`src/tcco_pkg.sv`:
```
/*
 * Constants, register layouts and mode codes for the timer capture/compare
 * and output control block. Assumes an AXI4-Lite master with 32-bit data.
 */
package tcco_pkg;
   // Bus geometry: register index times four is the byte address
   localparam int          ADDR_W      = 18;
   localparam int          IDX_W       = 16;
   localparam logic [15:0] IDX_CRA     = 16'hffb0;  // compare_reg_a
   localparam logic [15:0] IDX_CRB     = 16'hffb1;  // compare_reg_b
   localparam logic [15:0] IDX_CNT     = 16'hffb2;  // timer_count, read only
   localparam logic [15:0] IDX_TMC     = 16'hffba;  // run mode register
   localparam logic [15:0] IDX_PRM     = 16'hffbb;  // prescaler_mode_reg
   localparam logic [15:0] IDX_CCC     = 16'hffbc;  // capture_compare_control
   localparam logic [15:0] IDX_TOC     = 16'hffbd;  // timer_output_control
   localparam logic [1:0]  RESP_OKAY   = 2'h0;
   localparam logic [1:0]  RESP_SLVERR = 2'h2;

   // Values after reset
   localparam logic [7:0]  CCC_RST = 8'h00;
   localparam logic [7:0]  TOC_RST = 8'h00;
   localparam logic [7:0]  TMC_RST = 8'h00;
   localparam logic [7:0]  PRM_RST = 8'h00;
   localparam logic [15:0] CR_RST  = 16'h0000;

   // Edge selection and count clock codes
   localparam logic [1:0] EDGE_FALL = 2'h0;
   localparam logic [1:0] EDGE_RISE = 2'h1;
   localparam logic [1:0] EDGE_BOTH = 2'h3;
   localparam logic [1:0] CLK_FULL  = 2'h0;
   localparam logic [1:0] CLK_DIV4  = 2'h1;
   localparam logic [1:0] CLK_PIN   = 2'h3;
   localparam logic [1:0] DIV_LAST  = 2'h3;  // Divide-by-four prescaler wraps here

   typedef enum logic [1:0] {RUN_STOP, RUN_FREE, RUN_EDGE_CLR, RUN_MATCH_CLR} tcco_run_t;

   typedef struct packed {
      logic [4:0] rsv;
      logic       reg_b_capture_sel;
      logic       reg_a_trigger_sel;
      logic       reg_a_capture_sel;
   } tcco_ccc_t;

   typedef struct packed {
      logic rsv;
      logic oneshot_sw_trigger;
      logic oneshot_enable;
      logic invert_on_b_match;
      logic level_set_trigger;
      logic level_clear_trigger;
      logic invert_on_a_match;
      logic output_enable_bit;
   } tcco_toc_t;

   typedef struct packed {
      logic [3:0] rsv;
      logic       run_mode_hi;
      logic       run_mode_lo;
      logic       invert_on_edge;
      logic       overflow;
   } tcco_tmc_t;

   typedef struct packed {
      logic [1:0] edge_sel_b;
      logic       edge_sel_a_hi;
      logic       edge_sel_a_lo;
      logic [1:0] rsv;
      logic [1:0] clk_sel;
   } tcco_prm_t;
endpackage

```
`src/tcco_top.sv`:
```
/*
 * 16-bit timer with two capture/compare registers and output pin control,
 * reached over AXI4-Lite. Assumes pins are synchronous to aclk and that
 * software keeps to the write-ordering rules of the output control register.
 */
// Decided for this implementation: the AXI4-Lite interface to the registers.
`timescale 1ns/1ps
module tcco_top (
   // Clock and reset
   input  wire logic                       aclk,
   input  wire logic                       aresetn,
   // AXI4-Lite write channels
   input  wire logic [tcco_pkg::ADDR_W-1:0] awaddr,
   input  wire logic                       awvalid,
   output      logic                       awready,
   input  wire logic [31:0]                wdata,
   input  wire logic [3:0]                 wstrb,
   input  wire logic                       wvalid,
   output      logic                       wready,
   output      logic [1:0]                 bresp,
   output      logic                       bvalid,
   input  wire logic                       bready,
   // AXI4-Lite read channels
   input  wire logic [tcco_pkg::ADDR_W-1:0] araddr,
   input  wire logic                       arvalid,
   output      logic                       arready,
   output      logic [31:0]                rdata,
   output      logic [1:0]                 rresp,
   output      logic                       rvalid,
   input  wire logic                       rready,
   // Timer pins and events
   input  wire logic                       input_pin_a,
   input  wire logic                       input_pin_b,
   output      logic                       timer_out_pin,
   output      logic                       match_irq_a,
   output      logic                       match_irq_b
);

   ////////////////////////////////////////////////////////////////////////////
   // Registers and status
   tcco_pkg::tcco_ccc_t ccc_q;
   tcco_pkg::tcco_toc_t toc_q;
   tcco_pkg::tcco_tmc_t tmc_q;
   tcco_pkg::tcco_prm_t prm_q;
   logic [15:0]         cra_q, crb_q, cnt_q, cnt_d;
   logic [1:0]          div_q;
   logic                pa_q, pb_q, os_act_q, level_q, level_d, pin_q;
   logic                irq_a_q, irq_b_q;
   tcco_pkg::tcco_run_t run;
   logic                running, tick, a_rise, a_fall, b_rise, b_fall;
   logic                a_edge, b_edge, a_rev, cap_a_ev, cap_b_ev, rev_irq;
   logic                hit_a, hit_b, tog_ok, wrap;

   // AXI slave state
   logic                    aw_full_q, w_full_q, bvalid_q, rvalid_q;
   logic [tcco_pkg::IDX_W-1:0] aw_idx_q;
   logic [31:0]             wd_q, rdata_q;
   logic [3:0]              ws_q;
   logic [1:0]              bresp_q, rresp_q;
   logic                    wr_go, wr_hit;
   logic                    wr_ccc, wr_toc, wr_tmc, wr_prm, wr_cra, wr_crb;
   tcco_pkg::tcco_toc_t     wtoc;

   // Valid-edge decode of a 2-bit edge selection field
   function automatic logic edge_hit(input logic [1:0] sel, input logic r, input logic f);
      case (sel)
         tcco_pkg::EDGE_FALL: edge_hit = f;
         tcco_pkg::EDGE_RISE: edge_hit = r;
         tcco_pkg::EDGE_BOTH: edge_hit = r | f;
         default:             edge_hit = 1'b0;  // Prohibited code selects nothing
      endcase
   endfunction

   // Opposite-phase edge; both-edge selection leaves no opposite edge
   function automatic logic rev_hit(input logic [1:0] sel, input logic r, input logic f);
      case (sel)
         tcco_pkg::EDGE_FALL: rev_hit = r;
         tcco_pkg::EDGE_RISE: rev_hit = f;
         default:             rev_hit = 1'b0;
      endcase
   endfunction

   ////////////////////////////////////////////////////////////////////////////
   // AXI4-Lite slave
   assign awready = !aw_full_q && !bvalid_q;
   assign wready  = !w_full_q && !bvalid_q;
   assign arready = !rvalid_q;
   assign bvalid  = bvalid_q;
   assign bresp   = bresp_q;
   assign rvalid  = rvalid_q;
   assign rdata   = rdata_q;
   assign rresp   = rresp_q;
   assign wr_go   = aw_full_q && w_full_q && !bvalid_q;
   assign wtoc    = tcco_pkg::tcco_toc_t'(wd_q[7:0]);

   // Write decode; only the low byte lane carries the 8-bit registers
   always_comb begin
      wr_ccc = wr_go && ws_q[0] && (aw_idx_q == tcco_pkg::IDX_CCC);
      wr_toc = wr_go && ws_q[0] && (aw_idx_q == tcco_pkg::IDX_TOC);
      wr_tmc = wr_go && ws_q[0] && (aw_idx_q == tcco_pkg::IDX_TMC);
      wr_prm = wr_go && ws_q[0] && (aw_idx_q == tcco_pkg::IDX_PRM);
      wr_cra = wr_go && (aw_idx_q == tcco_pkg::IDX_CRA);
      wr_crb = wr_go && (aw_idx_q == tcco_pkg::IDX_CRB);
      wr_hit = (aw_idx_q == tcco_pkg::IDX_CCC) || (aw_idx_q == tcco_pkg::IDX_TOC) ||
               (aw_idx_q == tcco_pkg::IDX_TMC) || (aw_idx_q == tcco_pkg::IDX_PRM) ||
               (aw_idx_q == tcco_pkg::IDX_CRA) || (aw_idx_q == tcco_pkg::IDX_CRB) ||
               (aw_idx_q == tcco_pkg::IDX_CNT);
   end

   // Address and data are held separately so either may arrive first
   always_ff @(posedge aclk) begin
      if (!aresetn) begin
         aw_full_q <= 1'b0;
         w_full_q  <= 1'b0;
         bvalid_q  <= 1'b0;
         bresp_q   <= tcco_pkg::RESP_OKAY;
         aw_idx_q  <= '0;
         wd_q      <= '0;
         ws_q      <= '0;
      end else begin
         if (awvalid && awready) begin
            aw_full_q <= 1'b1;
            aw_idx_q  <= awaddr[tcco_pkg::ADDR_W-1:2];
         end
         if (wvalid && wready) begin
            w_full_q <= 1'b1;
            wd_q     <= wdata;
            ws_q     <= wstrb;
         end
         if (wr_go) begin
            aw_full_q <= 1'b0;
            w_full_q  <= 1'b0;
            bvalid_q  <= 1'b1;
            bresp_q   <= wr_hit ? tcco_pkg::RESP_OKAY : tcco_pkg::RESP_SLVERR;
         end else if (bready) begin
            bvalid_q <= 1'b0;
         end
      end
   end

   // Read path; trigger bits are never stored, so they read as zero
   always_ff @(posedge aclk) begin
      if (!aresetn) begin
         rvalid_q <= 1'b0;
         rdata_q  <= '0;
         rresp_q  <= tcco_pkg::RESP_OKAY;
      end else if (arvalid && arready) begin
         rvalid_q <= 1'b1;
         rresp_q  <= tcco_pkg::RESP_OKAY;
         case (araddr[tcco_pkg::ADDR_W-1:2])
            tcco_pkg::IDX_CCC: rdata_q <= {24'h000000, ccc_q};
            tcco_pkg::IDX_TOC: rdata_q <= {24'h000000, toc_q};
            tcco_pkg::IDX_TMC: rdata_q <= {24'h000000, tmc_q};
            tcco_pkg::IDX_PRM: rdata_q <= {24'h000000, prm_q};
            tcco_pkg::IDX_CRA: rdata_q <= {16'h0000, cra_q};
            tcco_pkg::IDX_CRB: rdata_q <= {16'h0000, crb_q};
            tcco_pkg::IDX_CNT: rdata_q <= {16'h0000, cnt_q};
            default: begin
               rdata_q <= '0;
               rresp_q <= tcco_pkg::RESP_SLVERR;
            end
         endcase
      end else if (rready) begin
         rvalid_q <= 1'b0;
      end
   end

   ////////////////////////////////////////////////////////////////////////////
   // Control registers
   always_ff @(posedge aclk) begin
      if (!aresetn) begin
         ccc_q <= tcco_pkg::CCC_RST;
         toc_q <= tcco_pkg::TOC_RST;
         prm_q <= tcco_pkg::PRM_RST;
      end else begin
         if (wr_ccc) ccc_q <= {5'h00, wd_q[2:0]};
         if (wr_prm) prm_q <= {wd_q[7:4], 2'h0, wd_q[1:0]};
         // Trigger bits are pulses, not state
         if (wr_toc) toc_q <= {1'b0, 1'b0, wtoc.oneshot_enable, wtoc.invert_on_b_match,
                               2'h0, wtoc.invert_on_a_match, wtoc.output_enable_bit};
      end
   end

   // Mode register; an overflow in the same cycle as a clear keeps the flag set
   always_ff @(posedge aclk) begin
      if (!aresetn) begin
         tmc_q <= tcco_pkg::TMC_RST;
      end else begin
         if (wr_tmc) tmc_q <= {4'h0, wd_q[3:0]};
         if (wrap) tmc_q.overflow <= 1'b1;
         else if (run == tcco_pkg::RUN_STOP) tmc_q.overflow <= 1'b0;
      end
   end

   ////////////////////////////////////////////////////////////////////////////
   // Count clock, pin edges and events
   assign run     = tcco_pkg::tcco_run_t'({tmc_q.run_mode_hi, tmc_q.run_mode_lo});
   assign running = (run != tcco_pkg::RUN_STOP);
   assign a_rise  = running && input_pin_a && !pa_q;
   assign a_fall  = running && !input_pin_a && pa_q;
   assign b_rise  = running && input_pin_b && !pb_q;
   assign b_fall  = running && !input_pin_b && pb_q;
   assign a_edge  = edge_hit({prm_q.edge_sel_a_hi, prm_q.edge_sel_a_lo}, a_rise, a_fall);
   assign b_edge  = edge_hit(prm_q.edge_sel_b, b_rise, b_fall);
   assign a_rev   = rev_hit({prm_q.edge_sel_a_hi, prm_q.edge_sel_a_lo}, a_rise, a_fall);

   // Captures: register a from pin b or reversed pin a, register b from pin a
   assign cap_a_ev = ccc_q.reg_a_capture_sel &&
                     (ccc_q.reg_a_trigger_sel ? a_rev : b_edge);
   assign cap_b_ev = ccc_q.reg_b_capture_sel && a_edge;
   assign rev_irq  = ccc_q.reg_a_capture_sel && ccc_q.reg_a_trigger_sel && b_edge;

   // Count enable; pin-driven count clock relies on long trigger pulses
   always_comb begin
      case (prm_q.clk_sel)
         tcco_pkg::CLK_FULL: tick = running;
         tcco_pkg::CLK_DIV4: tick = running && (div_q == tcco_pkg::DIV_LAST);
         tcco_pkg::CLK_PIN:  tick = a_edge;
         default:            tick = 1'b0;
      endcase
   end

   // Compare hits only while the register works as a compare register
   assign hit_a = tick && !ccc_q.reg_a_capture_sel && (cnt_q == cra_q);
   assign hit_b = tick && !ccc_q.reg_b_capture_sel && (cnt_q == crb_q);
   assign wrap  = tick && (cnt_d == 16'h0000) && (cnt_q == 16'hffff);
   // Toggles run freely, or only inside an armed one-shot window
   assign tog_ok = !toc_q.oneshot_enable || os_act_q;

   // Next count: stop clears, trigger and clear modes restart from zero
   always_comb begin
      cnt_d = cnt_q;
      if (!running) begin
         cnt_d = 16'h0000;
      end else if (wr_toc && wtoc.oneshot_sw_trigger) begin
         cnt_d = 16'h0000;
      end else if (run == tcco_pkg::RUN_EDGE_CLR && a_edge) begin
         cnt_d = 16'h0000;
      end else if (tick) begin
         if (run == tcco_pkg::RUN_MATCH_CLR && hit_a) cnt_d = 16'h0000;
         else cnt_d = cnt_q + 16'h0001;
      end
   end

   // Counter, prescaler and edge history; stop also forgets pin history
   always_ff @(posedge aclk) begin
      if (!aresetn) begin
         cnt_q <= 16'h0000;
         div_q <= 2'h0;
         pa_q  <= 1'b0;
         pb_q  <= 1'b0;
      end else begin
         cnt_q <= cnt_d;
         div_q <= running ? div_q + 2'h1 : 2'h0;
         pa_q  <= running ? input_pin_a : 1'b0;
         pb_q  <= running ? input_pin_b : 1'b0;
      end
   end

   // Capture registers; a capture beats a software write in the same cycle
   always_ff @(posedge aclk) begin
      if (!aresetn) begin
         cra_q <= tcco_pkg::CR_RST;
         crb_q <= tcco_pkg::CR_RST;
      end else begin
         if (cap_a_ev) cra_q <= cnt_q;
         else if (wr_cra) cra_q <= {ws_q[1] ? wd_q[15:8] : cra_q[15:8],
                                    ws_q[0] ? wd_q[7:0] : cra_q[7:0]};
         if (cap_b_ev) crb_q <= cnt_q;
         else if (wr_crb) crb_q <= {ws_q[1] ? wd_q[15:8] : crb_q[15:8],
                                    ws_q[0] ? wd_q[7:0] : crb_q[7:0]};
      end
   end

   // One-shot window: armed by trigger, closed by the register a match
   always_ff @(posedge aclk) begin
      if (!aresetn || !running || !toc_q.oneshot_enable) begin
         os_act_q <= 1'b0;
      end else if (run != tcco_pkg::RUN_MATCH_CLR &&
                   ((wr_toc && wtoc.oneshot_sw_trigger) ||
                    (run == tcco_pkg::RUN_EDGE_CLR && a_edge))) begin
         os_act_q <= 1'b1;
      end else if (hit_a) begin
         os_act_q <= 1'b0;
      end
   end

   ////////////////////////////////////////////////////////////////////////////
   // Output level and pin; level triggers take priority over match toggles
   always_comb begin
      level_d = level_q;
      if (wr_toc && (wtoc.level_set_trigger ^ wtoc.level_clear_trigger)) begin
         level_d = wtoc.level_set_trigger;
      end else if (tog_ok) begin
         level_d = level_q ^ ((hit_a && toc_q.invert_on_a_match) ^
                              (hit_b && toc_q.invert_on_b_match) ^
                              (tmc_q.invert_on_edge && a_edge));
      end
   end

   // Pin and interrupt pulses, all from flip-flops
   always_ff @(posedge aclk) begin
      if (!aresetn) begin
         level_q <= 1'b0;
         pin_q   <= 1'b0;
         irq_a_q <= 1'b0;
         irq_b_q <= 1'b0;
      end else begin
         level_q <= level_d;
         pin_q   <= toc_q.output_enable_bit & level_d;
         irq_a_q <= hit_a || cap_a_ev || rev_irq;
         irq_b_q <= hit_b || cap_b_ev;
      end
   end

   assign timer_out_pin = pin_q;
   assign match_irq_a   = irq_a_q;
   assign match_irq_b   = irq_b_q;

   ////////////////////////////////////////////////////////////////////////////
   // Checks
   property p_pin_low;
      @(posedge aclk) disable iff (!aresetn)
      !toc_q.output_enable_bit |=> !timer_out_pin;
   endproperty
   a_pin_low: assert property (p_pin_low) else $error("pin high while disabled");

   property p_reset_zero;
      @(posedge aclk) disable iff (!aresetn)
      $rose(aresetn) |-> (ccc_q == 8'h00) && (toc_q == 8'h00);
   endproperty
   a_reset_zero: assert property (p_reset_zero) else $error("control not cleared");

   property p_cap_b;
      @(posedge aclk) disable iff (!aresetn)
      (ccc_q.reg_b_capture_sel && a_edge) |=> (crb_q == $past(cnt_q));
   endproperty
   a_cap_b: assert property (p_cap_b) else $error("register b missed capture");

   property p_no_both_rev;
      @(posedge aclk) disable iff (!aresetn)
      (ccc_q.reg_a_trigger_sel && prm_q.edge_sel_a_hi && prm_q.edge_sel_a_lo) |-> !cap_a_ev;
   endproperty
   a_no_both_rev: assert property (p_no_both_rev) else $error("both-edge reverse capture");

   property p_rev_irq;
      @(posedge aclk) disable iff (!aresetn)
      (ccc_q.reg_a_capture_sel && ccc_q.reg_a_trigger_sel && b_edge)
         |=> match_irq_a && ($stable(cra_q) || $past(a_rev) || $past(wr_cra));
   endproperty
   a_rev_irq: assert property (p_rev_irq) else $error("pin b edge gave no irq a");

   property p_cmp_a;
      @(posedge aclk) disable iff (!aresetn)
      !ccc_q.reg_a_capture_sel |=> $stable(cra_q) || $past(wr_cra);
   endproperty
   a_cmp_a: assert property (p_cmp_a) else $error("compare register captured");

   property p_os_clear;
      @(posedge aclk) disable iff (!aresetn)
      (wr_toc && wtoc.oneshot_sw_trigger && running) |=> (cnt_q == 16'h0000);
   endproperty
   a_os_clear: assert property (p_os_clear) else $error("trigger did not clear count");

   property p_stop;
      @(posedge aclk) disable iff (!aresetn)
      (run == tcco_pkg::RUN_STOP) [*2] |-> (cnt_q == 16'h0000) && !match_irq_b;
   endproperty
   a_stop: assert property (p_stop) else $error("stopped counter not clear");

   property p_lvl_set;
      @(posedge aclk) disable iff (!aresetn)
      (wr_toc && wtoc.level_set_trigger && !wtoc.level_clear_trigger && toc_q.output_enable_bit)
         |=> level_q ##1 timer_out_pin || !toc_q.output_enable_bit || $changed(level_q);
   endproperty
   a_lvl_set: assert property (p_lvl_set) else $error("level set not seen");

   property p_irq_b;
      @(posedge aclk) disable iff (!aresetn)
      hit_b |=> match_irq_b;
   endproperty
   a_irq_b: assert property (p_irq_b) else $error("match b gave no irq");
endmodule

```
`config.mk`:
```
export PLATFORM = sky130hd
export DESIGN_NAME = tcco_top
export DESIGN_NICKNAME = d
export VERILOG_FILES = /design/src/tcco_pkg.sv /design/src/tcco_top.sv
export SDC_FILE = /design/constraint.sdc
export NUM_CORES = 1
export LEC_CHECK = 0
export BUFFER_PORTS_ARGS = -buffer_cell sky130_fd_sc_hd__buf_4
export CORE_MARGIN = 3
export CORE_UTILIZATION = 39
export CTS_CLUSTER_DIAMETER = 50
export CTS_CLUSTER_SIZE = 14
export DETAILED_ROUTE_END_ITERATION = 10
export GPL_TIMING_DRIVEN = 0
export SYNTH_ARGS = -nofsm -noshare
export SYNTH_HDL_FRONTEND = slang
export SYNTH_SLANG_ARGS = --single-unit
export TNS_END_PERCENT = 100
```
`constraint.sdc`:
```
create_clock -name aclk -period 2.8 [get_ports aclk]
set_input_delay 0.56 -clock aclk [delete_from_list [all_inputs] [get_ports aclk]]
set_output_delay 0.56 -clock aclk [all_outputs]
set_load 0.005 [all_outputs]
```
Yosys cells after proc, flatten, opt, wreduce, memory -nomap -nowiden

Index checks and enable logic that the tools add are counted.

Input bits: 81
Register bits: 148
Output and inout bits: 44
Word-level logic and storage cells: 195

Eq/ne operators: 27
Add/sub/neg operators: 2
Multiplexer cells: 30
Bitwise gates (word level): 8
Reductions and logical operators: 90

Operators by type and width:

| operator                | number |
|---|---|
| $eq A16 B16 Y1 const B  | 15 |
| $mux W16                | 9 |
| $pmux W16 S7            | 1 |
| $logic_and A1 B1 Y1     | 41 |
| $eq A16 B16 Y1          | 2 |
| $reduce_bool A2 Y1      | 10 |
| $add A16 B1 Y16 const B | 1 |
| $logic_not A16 Y1       | 1 |
| $mux W8                 | 2 |
| $logic_not A1 Y1        | 13 |
| $logic_or A1 B1 Y1      | 13 |
| $eq A2 B2 Y1 const B    | 6 |
| $mux W1                 | 12 |
| $reduce_and A2 Y1       | 5 |
| $pmux W1 S3             | 3 |
| $logic_not A2 Y1        | 4 |
| $reduce_or A7 Y1        | 1 |
| $eq A2 B1 Y1 const B    | 3 |
| $mux W2                 | 2 |
| $xor A1 B1 Y1           | 4 |
| $reduce_bool A3 Y1      | 1 |
| $add A2 B1 Y2 const B   | 1 |
| $ne A2 B2 Y1 const B    | 1 |
| $or A1 B1 Y1            | 2 |
| 4 further kinds         | 4 |

Logic depth before layout (Yosys ltp)

Gate-level depths: netlist (run 1).

Depth after elaboration: 18
Gate-level depth with buffers: 11
Mapped depth without buffers: 9

Least setup slack after synthesis (run 1)

Ideal clock, no wire load.

Path type: input to register
Start point: in input_pin_a
End point: reg tmc_q[0] (netlist name)
Cell stages on the path: 9
Setup time: 92 ps
Path buffers: 1
Slack: 138 ps
Data arrival time: 2570 ps
Required time: 2708 ps
Cell sequence: or4b_1 -> nand3_2 -> o211ai_4 -> buf_6 -> or4_4 -> nor2_1 -> xnor2_1 -> a31oi_1 -> o32ai_1

Longest elaborated chain between the ends: 18
Elaborated cells on any way between the ends: 22
Classes of those cells: mux (8); bitwise (1); reduce/logical (13)

Ends and longest elaborated chain:

| element                                                        | line            | RTL |
|---|---|---|
| start: declaration                                             | tcco_top.sv:32  | `input wire logic input_pin_a,` |
| $logic_not A1 Y1                                               | tcco_top.sv:200 | `assign a_fall = running && !input_pin_a && pa_q;` |
| $logic_and A1 B1 Y1 (2 in a row)                               | tcco_top.sv:200 |  |
| $or A1 B1 Y1                                                   | tcco_top.sv:69  | `tcco_pkg::EDGE_BOTH: edge_hit = r \| f;` |
| $pmux W1 S3 *                                                  | tcco_top.sv:66  | `case (sel)` |
| $pmux W1 S3                                                    | tcco_top.sv:215 | `case (prm_q.clk_sel)` |
| $logic_and A1 B1 Y1 (2 in a row)                               | tcco_top.sv:224 | `assign hit_a = tick && !ccc_q.reg_a_capture_sel && (cnt_q == cra_q);` |
| $logic_and A1 B1 Y1                                            | tcco_top.sv:240 | `if (run == tcco_pkg::RUN_MATCH_CLR && hit_a) cnt_d = 16'h0000;` |
| $mux W16                                                       | tcco_top.sv:240 |  |
| $mux W16                                                       | tcco_top.sv:239 | `end else if (tick) begin` |
| $mux W16                                                       | tcco_top.sv:237 | `end else if (run == tcco_pkg::RUN_EDGE_CLR && a_edge) begin` |
| $mux W16                                                       | tcco_top.sv:235 | `end else if (wr_toc && wtoc.oneshot_sw_trigger) begin` |
| $mux W16                                                       | tcco_top.sv:233 | `if (!running) begin` |
| $logic_not A16 Y1                                              | tcco_top.sv:226 | `assign wrap = tick && (cnt_d == 16'h0000) && (cnt_q == 16'hffff);` |
| $logic_and A1 B1 Y1 * (2 in a row)                             | tcco_top.sv:226 |  |
| $reduce_bool A3 Y1 (no line) / $mux W1 (equally long branches) | -               |  |
| end signal: assignment                                         | tcco_top.sv:187 | `tmc_q <= tcco_pkg::TMC_RST;` |
| end signal: assignment                                         | tcco_top.sv:189 | `if (wr_tmc) tmc_q <= {4'h0, wd_q[3:0]};` |
| end: declaration                                               | tcco_top.sv:43  | `tcco_pkg::tcco_tmc_t tmc_q;` |

Mark *: on every way between the ends. The rest lies on a longest branch, timed or not.
A chain may end at the register's enable or synchronous reset.

Worst setup path in the final report (run 1)

Start point: reg prm_q[4] (netlist name)
End point: reg tmc_q[0] (netlist name)

Longest elaborated chain between the ends: 15
Elaborated cells on any way between the ends: 19
Classes of those cells: eq/ne (2); mux (8); reduce/logical (9)

Ends and longest elaborated chain:

| element                                                        | line            | RTL |
|---|---|---|
| start: declaration                                             | tcco_top.sv:44  | `tcco_pkg::tcco_prm_t prm_q;` |
| start signal: assignment                                       | tcco_top.sv:174 | `prm_q <= tcco_pkg::PRM_RST;` |
| start signal: assignment                                       | tcco_top.sv:177 | `if (wr_prm) prm_q <= {wd_q[7:4], 2'h0, wd_q[1:0]};` |
| $eq A2 B2 Y1 (tied with other cells)                           | tcco_top.sv:66  |  |
| $pmux W1 S3 *                                                  | tcco_top.sv:66  |  |
| $pmux W1 S3                                                    | tcco_top.sv:215 |  |
| $logic_and A1 B1 Y1 (2 in a row)                               | tcco_top.sv:224 |  |
| $logic_and A1 B1 Y1                                            | tcco_top.sv:240 |  |
| $mux W16                                                       | tcco_top.sv:240 |  |
| $mux W16                                                       | tcco_top.sv:239 |  |
| $mux W16                                                       | tcco_top.sv:237 |  |
| $mux W16                                                       | tcco_top.sv:235 |  |
| $mux W16                                                       | tcco_top.sv:233 |  |
| $logic_not A16 Y1                                              | tcco_top.sv:226 |  |
| $logic_and A1 B1 Y1 * (2 in a row)                             | tcco_top.sv:226 |  |
| $reduce_bool A3 Y1 (no line) / $mux W1 (equally long branches) | -               |  |

Marks and branches as above.

==> flow_summary.yaml, run 1 <==
sta:
  finalCritPeriodShare_pct: 97.3
  finalSetupViolations: 0
  final-hold-violation-count: 0
  slew_headroom_pct: 43.3
  period_needed_ns: 2.72
  worst_slew_pin_slew_ns: 0.850
  fin_hold_ws_ns: 0.319
  clock_skew_ns: 0.00951
  final_max_slew_viol_count: 0
  rsz0062_at_grt: "false"
  max_freq_mhz: 367
global_routing:
  grt_max_degree: 17
  grt_pass1_vias: 5388
  grtUsageTotal_pct: 21.1
  antenna_found_initial: 0
  overflow: 0
  grt_pass1_wl_mm: 29.9
cts:
  cts_tree: "built"
  clkSlewWorstSetupHoldPaths_ns: 0.06
  htree_levels: 4
  cts-root-buf: "clkbuf_16"
  cts_buffers: 17
  clkLatencyLatePin_ns: 0.43
  clock_path_buffers: 2
  clock-sinks: 130
layout:
  diodes: 0
  postLayoutCoreUtil_pct: 49.8
  areaGrowthSynthToFinish_pct: 24.7
  num-nets-final: 980
  drive_above_1_share_pct: 20.4
  design_area_um2: 8260
  layout.cells.non_filler: 1130
die:
  dieArea_um2: 18600
  rows: 47
  dieHeight_um: 136
  die_w_um: 136
  initial_core_util_pct: 39.9
  core-area_um2: 16600
  io_pins: 125
hold_path:
  hp-class: "primary input to flop"
  hold_depth: 2
  hold_path_end: "rvalid$_SDFFE_PN0P_"
  min_from: "rready"
placed_design:
  gp_congestion: 0.928
  post-dp-hpwl_mm: 14.2
  dp.cells: 1100
  numPortBuffers: 82
  placed_area_um2: 7580
drt:
  drc: 0
  drt-total-wl_mm: 19.3
  drt_pass1_iterations: 6
  vias: 5887
  post_drt_via_cell_ratio: 5.21
  first_iter_violations: 422
  detail-route-antenna-nets: 0
  post_drt_wl_per_cell_um: 17.1
yosys:
  post_synth.cell_area_avg_um2: 8.48
  synth_edf_count: 0
  yosysWarnings: 0
  synth_cells: 781
  postSynthRegisterBits: 130
  ys.flop_type: "dfxtp_1"
  synthDistinctLibCells: 66
  async_flop_share_pct: 0
  syn_area_um2: 6620
  yosysSeqAreaShare_pct: 39.3
setup_path:
  cp-start-kind: "flop"
  r2r_setup_slack_ns: 0.08
  critPathArrivalTime_ns: 3.05
  crit_required_ns: 3.13
  timing.rr.start: "prm_q[4]$_SDFFE_PN0P_"
  critPathCaptureType: "flop"
  cp_max_fo: 10
  r2r_end: "tmc_q[0]$_SDFFE_PN0P_"
  crit_type: "flop to flop"
  rr_worst_depth: 8
power:
  power_density_nw_per_um2: 532
  leakagePower_nw: 3.51
  power_w: 0.00439
  ir_worst_vdd_mv: 0.428
run_status:
  outcome: "finished clean"
job:
  drv_cap: 0
-- worst max path at each step --
stage,from,end,slack [ns],cells past startpoint
2_1_floorplan,input_pin_a,tmc_q[0]$_SDFFE_PN0P_,0.14,9
3_3_place_gp,araddr[8],rdata[11]$_SDFFE_PN0P_,-0.78,8
3_5_place_dp,araddr[8],rdata[12]$_SDFFE_PN0P_,-0.80,8
4_1_cts,araddr[8],rdata[12]$_SDFFE_PN0P_,0.004,8
5_1_grt,prm_q[4]$_SDFFE_PN0P_,cnt_q[14]$_SDFF_PN0_,0.002,9
6_report,prm_q[4]$_SDFFE_PN0P_,tmc_q[0]$_SDFFE_PN0P_,0.08,8
-- kinds of logic after synthesis --
family                     Yosys count  share of synthesized area [%]
AOI/OAI and AO/OA                  159                           16.1
xor gates and xnor gates            44                           6.03
adders and majority gates            2                          0.378
buffers and inverters               96                           7.99
DFF                                130                           39.3
muxes                               68                           10.4
other                                1                         0.0566
and+or+nand+nor                    281                           19.8
-- power by group --
group          total (W)  internal [W]  leakage [nW]  switching [W]
Sequential       0.00196       0.00191          1.06      0.0000530
Combinational   0.000349      0.000165          2.17       0.000184
Clock            0.00208       0.00124         0.273       0.000843
Total            0.00439       0.00331          3.51        0.00108
-- metrics by stage --
step | setup TNS, ns | setup slack, ns
3_3_place_gp | -16.33 | -0.777
2_1_floorplan | 0 | 0.138
6_report | 0 | 0.0752
3_5_place_dp | -16.58 | -0.805
4_1_cts | 0 | 0.00422
5_1_grt | 0 | 0.00242
-- area by class of cell --
class                      count  area, µm²
inverter                      18       67.6
multi-input combinational    572       3660
tap                          220        275
timing repair buffer          85        651
sequential                   130       2610
clock buffer                  19        443
buffer                        73        443
clock inverter                13        110
fill                        1663       8320
-- worst max-delay path, stage by stage, from the launching register on --
cell      delay, ns
dfxtp_2        0.36
or4b_4         0.55
nand3_4        0.12
o211ai_4       0.14
buf_6          0.18
or4_4          0.54
o32ai_4        0.28
a31oi_2        0.16
o32ai_1        0.28
-- cells in the mapped netlist (8+ instances only) --
cell type / instances / area share (%)
a211oi_1: 43 / 4.9
a21oi_1: 57 / 4.3
buf_4: 20 / 2.3
clkbuf_1: 40 / 2.3
dfxtp_1: 130 / 39
inv_1: 17 / 0.96
mux2i_1: 64 / 9.7
nand2_1: 91 / 5.2
nand3_1: 11 / 0.83
nand4_1: 13 / 1.2
nor2_1: 105 / 6.0
nor3_1: 8 / 0.60
nor4_1: 9 / 0.85
o21ai_0: 13 / 0.98
xnor2_1: 12 / 1.6
xor2_1: 31 / 4.1
-- placed cells by master (no fill, tap or decap), types with 5 or more instances in the layout --
| cell type | count |
|---|---|
| nor2_1 | 103 |
| buf_4 | 103 |
| a21oi_1 | 57 |
| inv_1 | 17 |
| o211ai_1 | 6 |
| a211oi_1 | 43 |
| nand3_1 | 11 |
| nor4_1 | 6 |
| conb_1 | 18 |
| nand2b_1 | 5 |
| clkbuf_16 | 17 |
| nand3b_1 | 5 |
| clkbuf_1 | 36 |
| nand4_1 | 13 |
| o21ai_0 | 12 |
| a22oi_1 | 6 |
| nand2_1 | 91 |
| nor3_1 | 8 |
| dfxtp_1 | 126 |
| nor2b_1 | 6 |
| xor2_1 | 31 |
| xnor2_1 | 11 |
| clkinv_2 | 6 |
| mux2i_1 | 64 |
| clkbuf_8 | 7 |
-- registers in the layout, summed over array words and instances (netlist names), 2 cells and up --
register,cells
aw_idx_q,16
cnt_q,16
cra_q,16
crb_q,16
rdata,16
wd_q,16
prm_q,6
toc_q,4
ccc_q,3
div_q,2
run,2
tmc_q,2
ws_q,2
-- timing repair --
item	CTS	global route
pin swaps	1	4
buffers inserted	0	3
hold buffers	0	0
gates resized for setup	11	17
setup endpoints to repair	31	38
-- metal layers --
metal  part of all wire (%)  GRT usage [%]  vias up
met5                      0              0        -
met4                    1.7           7.11        0
li1                       -              -     2928
met3                    7.8           5.07       24
met2                     42           30.4      210
met1                     49           30.7     2725
(Power assumes the default switching activity.)
==> run 2: changes to the inputs <==
==> constraint.sdc (replaced) <==
create_clock -name aclk -period 2.8 [get_ports aclk]
set_input_delay 0.14 -clock aclk [delete_from_list [all_inputs] [get_ports aclk]]
set_output_delay 0.14 -clock aclk [all_outputs]
set_load 0.005 [all_outputs]
==> run 2 against run 1 <==
  * Clock skew down 0.0011 ns
  * Critical path depth unchanged
  * Fmax up 0.39%
  * Worst setup slack better by 0.011 ns
  * Non-clock buffer count up 39
  * Global-route usage up 0.51 points
  * Clock-buffer cell count unchanged
  * Wire length up 1.7%
  * Clock power about the same
  * Core utilization up 2.3 points
  * Die area unchanged
  * Sequential share of layout area down 1.4 points
  * Largest cell class unchanged
  * Largest power group unchanged
==> flow_summary.yaml, run 2 (synthesized netlist as in run 1, its figures left out) <==
run_status:
  outcome: "finished clean"
cts:
  clkSlewWorstSetupHoldPaths_ns: 0.06
  clock-sinks: 130
  cts-root-buf: "clkbuf_16"
  htree_levels: 4
  clkLatencyLatePin_ns: 0.42
  cts_buffers: 17
  cts_tree: "built"
  clock_path_buffers: 2
sta:
  final-hold-violation-count: 0
  max_freq_mhz: 368
  finalSetupViolations: 0
  rsz0062_at_grt: "false"
  clock_skew_ns: 0.00841
  slew_headroom_pct: 43.1
  final_max_slew_viol_count: 0
  period_needed_ns: 2.71
  fin_tns_setup_ns: 0
  finalCritPeriodShare_pct: 96.9
  worst_slew_pin_slew_ns: 0.854
setup_path:
  critPathCaptureType: "flop"
  cp_cell_sequence: "or4b_4, nand3_4, o211ai_4, buf_6, or4_4, o32ai_4, a31oi_2, o32ai_1"
  slowest_delay_ns: 0.55
  crit_required_ns: 3.13
  crit_type: "flop to flop"
  critPathArrivalTime_ns: 3.04
  cp-start-kind: "flop"
  path_buf_inv: 1
  cp_max_fo: 10
  cp_slowest_cell: "or4b_4"
  crit_family: "simple AND/OR/NAND/NOR gates"
global_routing:
  grtUsageTotal_pct: 21.6
  grt_max_degree: 17
  antenna_found_initial: 0
  grt_pass1_vias: 5581
  overflow: 0
  grt_pass1_wl_mm: 30.7
drt:
  vias: 6074
  drt_pass1_iterations: 6
  post_drt_wl_per_cell_um: 16.8
  first_iter_violations: 383
  detail-route-antenna-nets: 0
  drt-total-wl_mm: 19.7
  drc: 0
  post_drt_via_cell_ratio: 5.20
placed_design:
  numPortBuffers: 82
  placed_area_um2: 7580
  gp_congestion: 0.928
  post-dp-hpwl_mm: 14.2
layout:
  drive_above_1_share_pct: 19.5
  areaGrowthSynthToFinish_pct: 30.5
  final_cell_mix: "126 x dfxtp_1, 103 x nor2_1, 103 x buf_4"
  diodes: 0
  num-nets-final: 1019
  design_area_um2: 8640
  layout_commonest_cell: "dfxtp_1"
  fillers: 1617
die:
  core-area_um2: 16600
  dieArea_um2: 18600
  rows: 47
  initial_core_util_pct: 39.9
  dieHeight_um: 136
  die_w_um: 136
  io_pins: 125
power:
  leakagePower_nw: 3.66
  power_density_nw_per_um2: 512
  power_w: 0.00443
  ir_worst_vdd_mv: 0.427
hold_path:
  hp-class: "primary input to flop"
job:
  drv_cap: 0
==> run 2: changes by cell type in the layout (fill, tap and decap cells not counted), sizes merged <==
cell,change
dlygate4sd3,+39
==> run 2: per-layer routing <==
metal / wire (µm) / share of wire [%] / track usage (%)
met1: 9350 / 48 / 31.0
met2: 8350 / 42 / 31.8
met3: 1610 / 8.2 / 5.11
met4: 371 / 1.9 / 7.11
met5: 0 / 0 / 0
==> run 2: final timing paths <==
check	start	endpoint	slack [ns]	cells after the start
worst max-delay path	prm_q[4]$_SDFFE_PN0P_	tmc_q[0]$_SDFFE_PN0P_	0.09	8
worst min-delay path	araddr[5]	rresp[1]$_SDFFE_PN0P_	0.08	4
worst max register to register	prm_q[4]$_SDFFE_PN0P_	tmc_q[0]$_SDFFE_PN0P_	0.09	8
worst min register to register	div_q[0]$_SDFF_PN0_	div_q[0]$_SDFF_PN0_	0.44	1
==> run 2: where the power goes <==
part	leakage [nW]	total [W]	internal [W]	switching [W]
registers	1.06	0.00196	0.00191	0.0000526
clock network	0.273	0.00208	0.00124	0.000835
logic	2.33	0.000392	0.000200	0.000192
==> run 2: final cells by class <==
type / count / area, µm² / area share (%)
multi-input combinational: 572 / 3650 / 42.3
sequential: 130 / 2610 / 30.2
timing repair buffer: 124 / 1040 / 12.0
clock buffer: 19 / 443 / 5.13
buffer: 73 / 442 / 5.11
tap: 220 / 275 / 3.19
clock inverter: 13 / 110 / 1.27
inverter: 18 / 67.6 / 0.782
==> run 2: metrics by stage <==
step | setup WS (ns) | util (%) | hold slack [ns] | std cells
finish | 0.0858 | 52.1 | 0.0819 | 1169
floorplan | 0.313 | - | 0.240 | 798
global placement | -0.437 | 45.7 | 0.330 | 1100
detailed placement | -0.412 | 45.7 | 0.330 | 1100
CTS | 0.0202 | 51.6 | 0.0656 | 1168
global route | 0.00242 | 52.1 | 0.0932 | 1169
==> run 2: timing repair <==
action / in CTS / in global routing
resized for setup: 10 / 15
endpoints found under the setup margin: 21 / 38
hold endpoints to repair: 38 / 0
pin swaps: 1 / 4
setup buffers: 0 / 3
hold buffers: 39 / 0
==> run 2: worst min-delay path, stage by stage <==
cell and delay, ns:
buf_4 0.11, o21ai_0 0.08, nand2_1 0.06, a31oi_1 0.07
==> run 3: changes to the inputs <==
--- a/config.mk
+++ b/config.mk
@@ -8,6 +8,7 @@
 export BUFFER_PORTS_ARGS = -buffer_cell sky130_fd_sc_hd__buf_4
 export CORE_MARGIN = 3
 export CORE_UTILIZATION = 39
+export CTS_BUF_LIST = sky130_fd_sc_hd__clkbuf_8
 export CTS_CLUSTER_DIAMETER = 50
 export CTS_CLUSTER_SIZE = 14
 export DETAILED_ROUTE_END_ITERATION = 10
==> run 3 against run 2 <==
  * Critical path depth unchanged
  * Wire length down 0.28%
  * Sequential share of layout area up 0.69 points
  * Worst setup slack worse by 0.012 ns
  * Global-route usage down 0.10 points
  * Total power down 14%
  * Non-clock buffer count unchanged
  * Core utilization down 1.1 points
  * Via count down 0.46%
  * Fmax down 0.46%
  * Register-to-register slack about the same
  * Die area unchanged
  * Critical endpoint unchanged
==> flow_summary.yaml, run 3 (synthesized netlist as in run 1, its figures left out) <==
global_routing:
  grt_max_degree: 17
  grtUsageTotal_pct: 21.5
  grt_pass1_wl_mm: 30.6
  antenna_found_initial: 0
  overflow: 0
  grt_pass1_vias: 5564
power:
  ir_worst_vdd_mv: 0.303
  clkPwrFrac_pct: 38.7
  power_frac_seq_pct: 51.1
  leakagePower_nw: 3.58
  switching_share_pct: 26.3
  power_density_nw_per_um2: 453
  switchingPower_w: 0.00101
  internal-power_w: 0.00282
  power_w: 0.00383
  combPwrFrac_pct: 10.2
cts:
  clock_path_buffers: 2
  htree_levels: 4
  cts_buffers: 17
  clkLatencyLatePin_ns: 0.46
  clkSlewWorstSetupHoldPaths_ns: 0.08
  clock-sinks: 130
  cts_tree: "built"
  cts-root-buf: "clkbuf_8"
placed_design:
  post-dp-hpwl_mm: 14.2
  gp_congestion: 0.928
  placed_area_um2: 7580
  numPortBuffers: 82
  dp.cells: 1100
setup_path:
  timing.rr.start: "prm_q[4]$_SDFFE_PN0P_"
  crit_required_ns: 3.16
  crit_start: "prm_q[4]$_SDFFE_PN0P_"
  slowest_delay_ns: 0.55
  cp_cell_sequence: "or4b_4, nand3_4, o211ai_4, buf_6, or4_4, o32ai_4, a31oi_2, o32ai_1"
  endpoint: "tmc_q[0]$_SDFFE_PN0P_"
  path_buf_inv: 1
  crit_type: "flop to flop"
  critPathCaptureType: "flop"
  cp_slowest_cell: "or4b_4"
  crit_family: "simple AND/OR/NAND/NOR gates"
  r2r_end: "tmc_q[0]$_SDFFE_PN0P_"
  r2r_setup_slack_ns: 0.07
  critPathArrivalTime_ns: 3.09
  cp-start-kind: "flop"
  cp_max_fo: 10
  rr_worst_depth: 8
  cp.depth: 8
drt:
  drc: 0
  vias: 6046
  detail-route-antenna-nets: 0
  drt-total-wl_mm: 19.6
  post_drt_via_cell_ratio: 5.17
  post_drt_wl_per_cell_um: 16.8
  first_iter_violations: 399
  drt_pass1_iterations: 5
layout:
  multi_input_area_um2: 3650
  layout_commonest_cell: "dfxtp_1"
  layout.cells.non_filler: 1169
  num-nets-final: 1019
  fillers: 1634
  design_area_um2: 8450
  seqCellArea_um2: 2610
  areaGrowthSynthToFinish_pct: 27.7
  diodes: 0
  final_cell_mix: "126 x dfxtp_1, 104 x buf_4, 103 x nor2_1"
  drive_above_1_share_pct: 19.6
  postLayoutCoreUtil_pct: 51.0
sta:
  slew_headroom_pct: 43.5
  clock_skew_ns: 0.00979
  worst_slew_pin_slew_ns: 0.847
  finalCritPeriodShare_pct: 97.4
  period_needed_ns: 2.73
  finalSetupViolations: 0
  max_freq_mhz: 367
  rsz0062_at_grt: "false"
  final-hold-violation-count: 0
  final_max_slew_viol_count: 0
die:
  die_w_um: 136
  core-area_um2: 16600
  dieArea_um2: 18600
  initial_core_util_pct: 39.9
  rows: 47
  io_pins: 125
  dieHeight_um: 136
run_status:
  outcome: "finished clean"
job:
  drv_cap: 0
hold_path:
  hp-class: "primary input to flop"
run 3: changes by cell type in the layout (fill, tap and decap cells not counted):
cell,change
clkbuf_8,+17
clkbuf_1,-2
inv_1,+1
dfxtp_2,-1
buf_4,+1
clkbuf_16,-17
dfxtp_4,+1
run 3: per-stage QoR:
step                setup WS, ns  hold slack [ns]  setup TNS, ns
finish                    0.0733           0.0463              0
global route              0.0134           0.0563              0
CTS                       0.0148           0.0279              0
detailed placement        -0.412            0.330          -9.01
global placement          -0.437            0.330          -9.15
floorplan                  0.313            0.240              0
run 3: how the worst min path moves through the flow:
stage                            end  cells after the start  slack (ns)      start
2_1_floorplan    rvalid$_SDFFE_PN0P_                      1        0.24     rready
3_3_place_gp     rvalid$_SDFFE_PN0P_                      2        0.33     rready
3_5_place_dp     rvalid$_SDFFE_PN0P_                      2        0.33     rready
4_1_cts        rresp[1]$_SDFFE_PN0P_                      4        0.03  araddr[5]
5_1_grt        rresp[1]$_SDFFE_PN0P_                      4        0.06  araddr[5]
6_report       rresp[1]$_SDFFE_PN0P_                      4        0.05  araddr[5]
run 3: layer usage:
metal / vias up / track usage (%) / wire length [µm]
li1: 3004 / - / -
met1: 2769 / 30.9 / 9340
met2: 248 / 31.6 / 8380
met3: 25 / 4.74 / 1570
met4: 0 / 7.61 / 334
met5: - / 0 / 0
run 3: final cells by class:
cell class / instances / area share [%]
clock buffer: 18 / 2.93
sequential: 130 / 30.9
timing repair buffer: 125 / 12.4
inverter: 18 / 0.799
buffer: 72 / 5.18
tap: 220 / 3.26
multi-input combinational: 572 / 43.2
clock inverter: 14 / 1.35
run 3: worst register-to-register path, stage by stage (launching register included):
cell and delay [ns]:
dfxtp_2 0.37, or4b_4 0.55, nand3_4 0.13, o211ai_4 0.15, buf_6 0.19, or4_4 0.55
o32ai_4 0.29, a31oi_2 0.14, o32ai_1 0.27
run 3: power groups by stage:
stage | Sequential [W] | Clock [W] | Combinational [W]
2_1_floorplan | 0.00198 | 0 | 0.000194
3_3_place_gp | 0.00200 | 0 | 0.000343
3_5_place_dp | 0.00200 | 0 | 0.000345
4_1_cts | 0.00195 | 0.00151 | 0.000390
5_1_grt | 0.00196 | 0.00159 | 0.000437
6_report | 0.00196 | 0.00148 | 0.000392
run 3: repair_timing:
| item | CTS | global route |
|---|---|---|
| hold endpoints to repair | 38 | 0 |
| gates resized for setup | 10 | 16 |
| pin swaps | 1 | 5 |
| setup endpoints to repair | 21 | 39 |
| hold buffers | 39 | 0 |
| setup buffers | 0 | 4 |
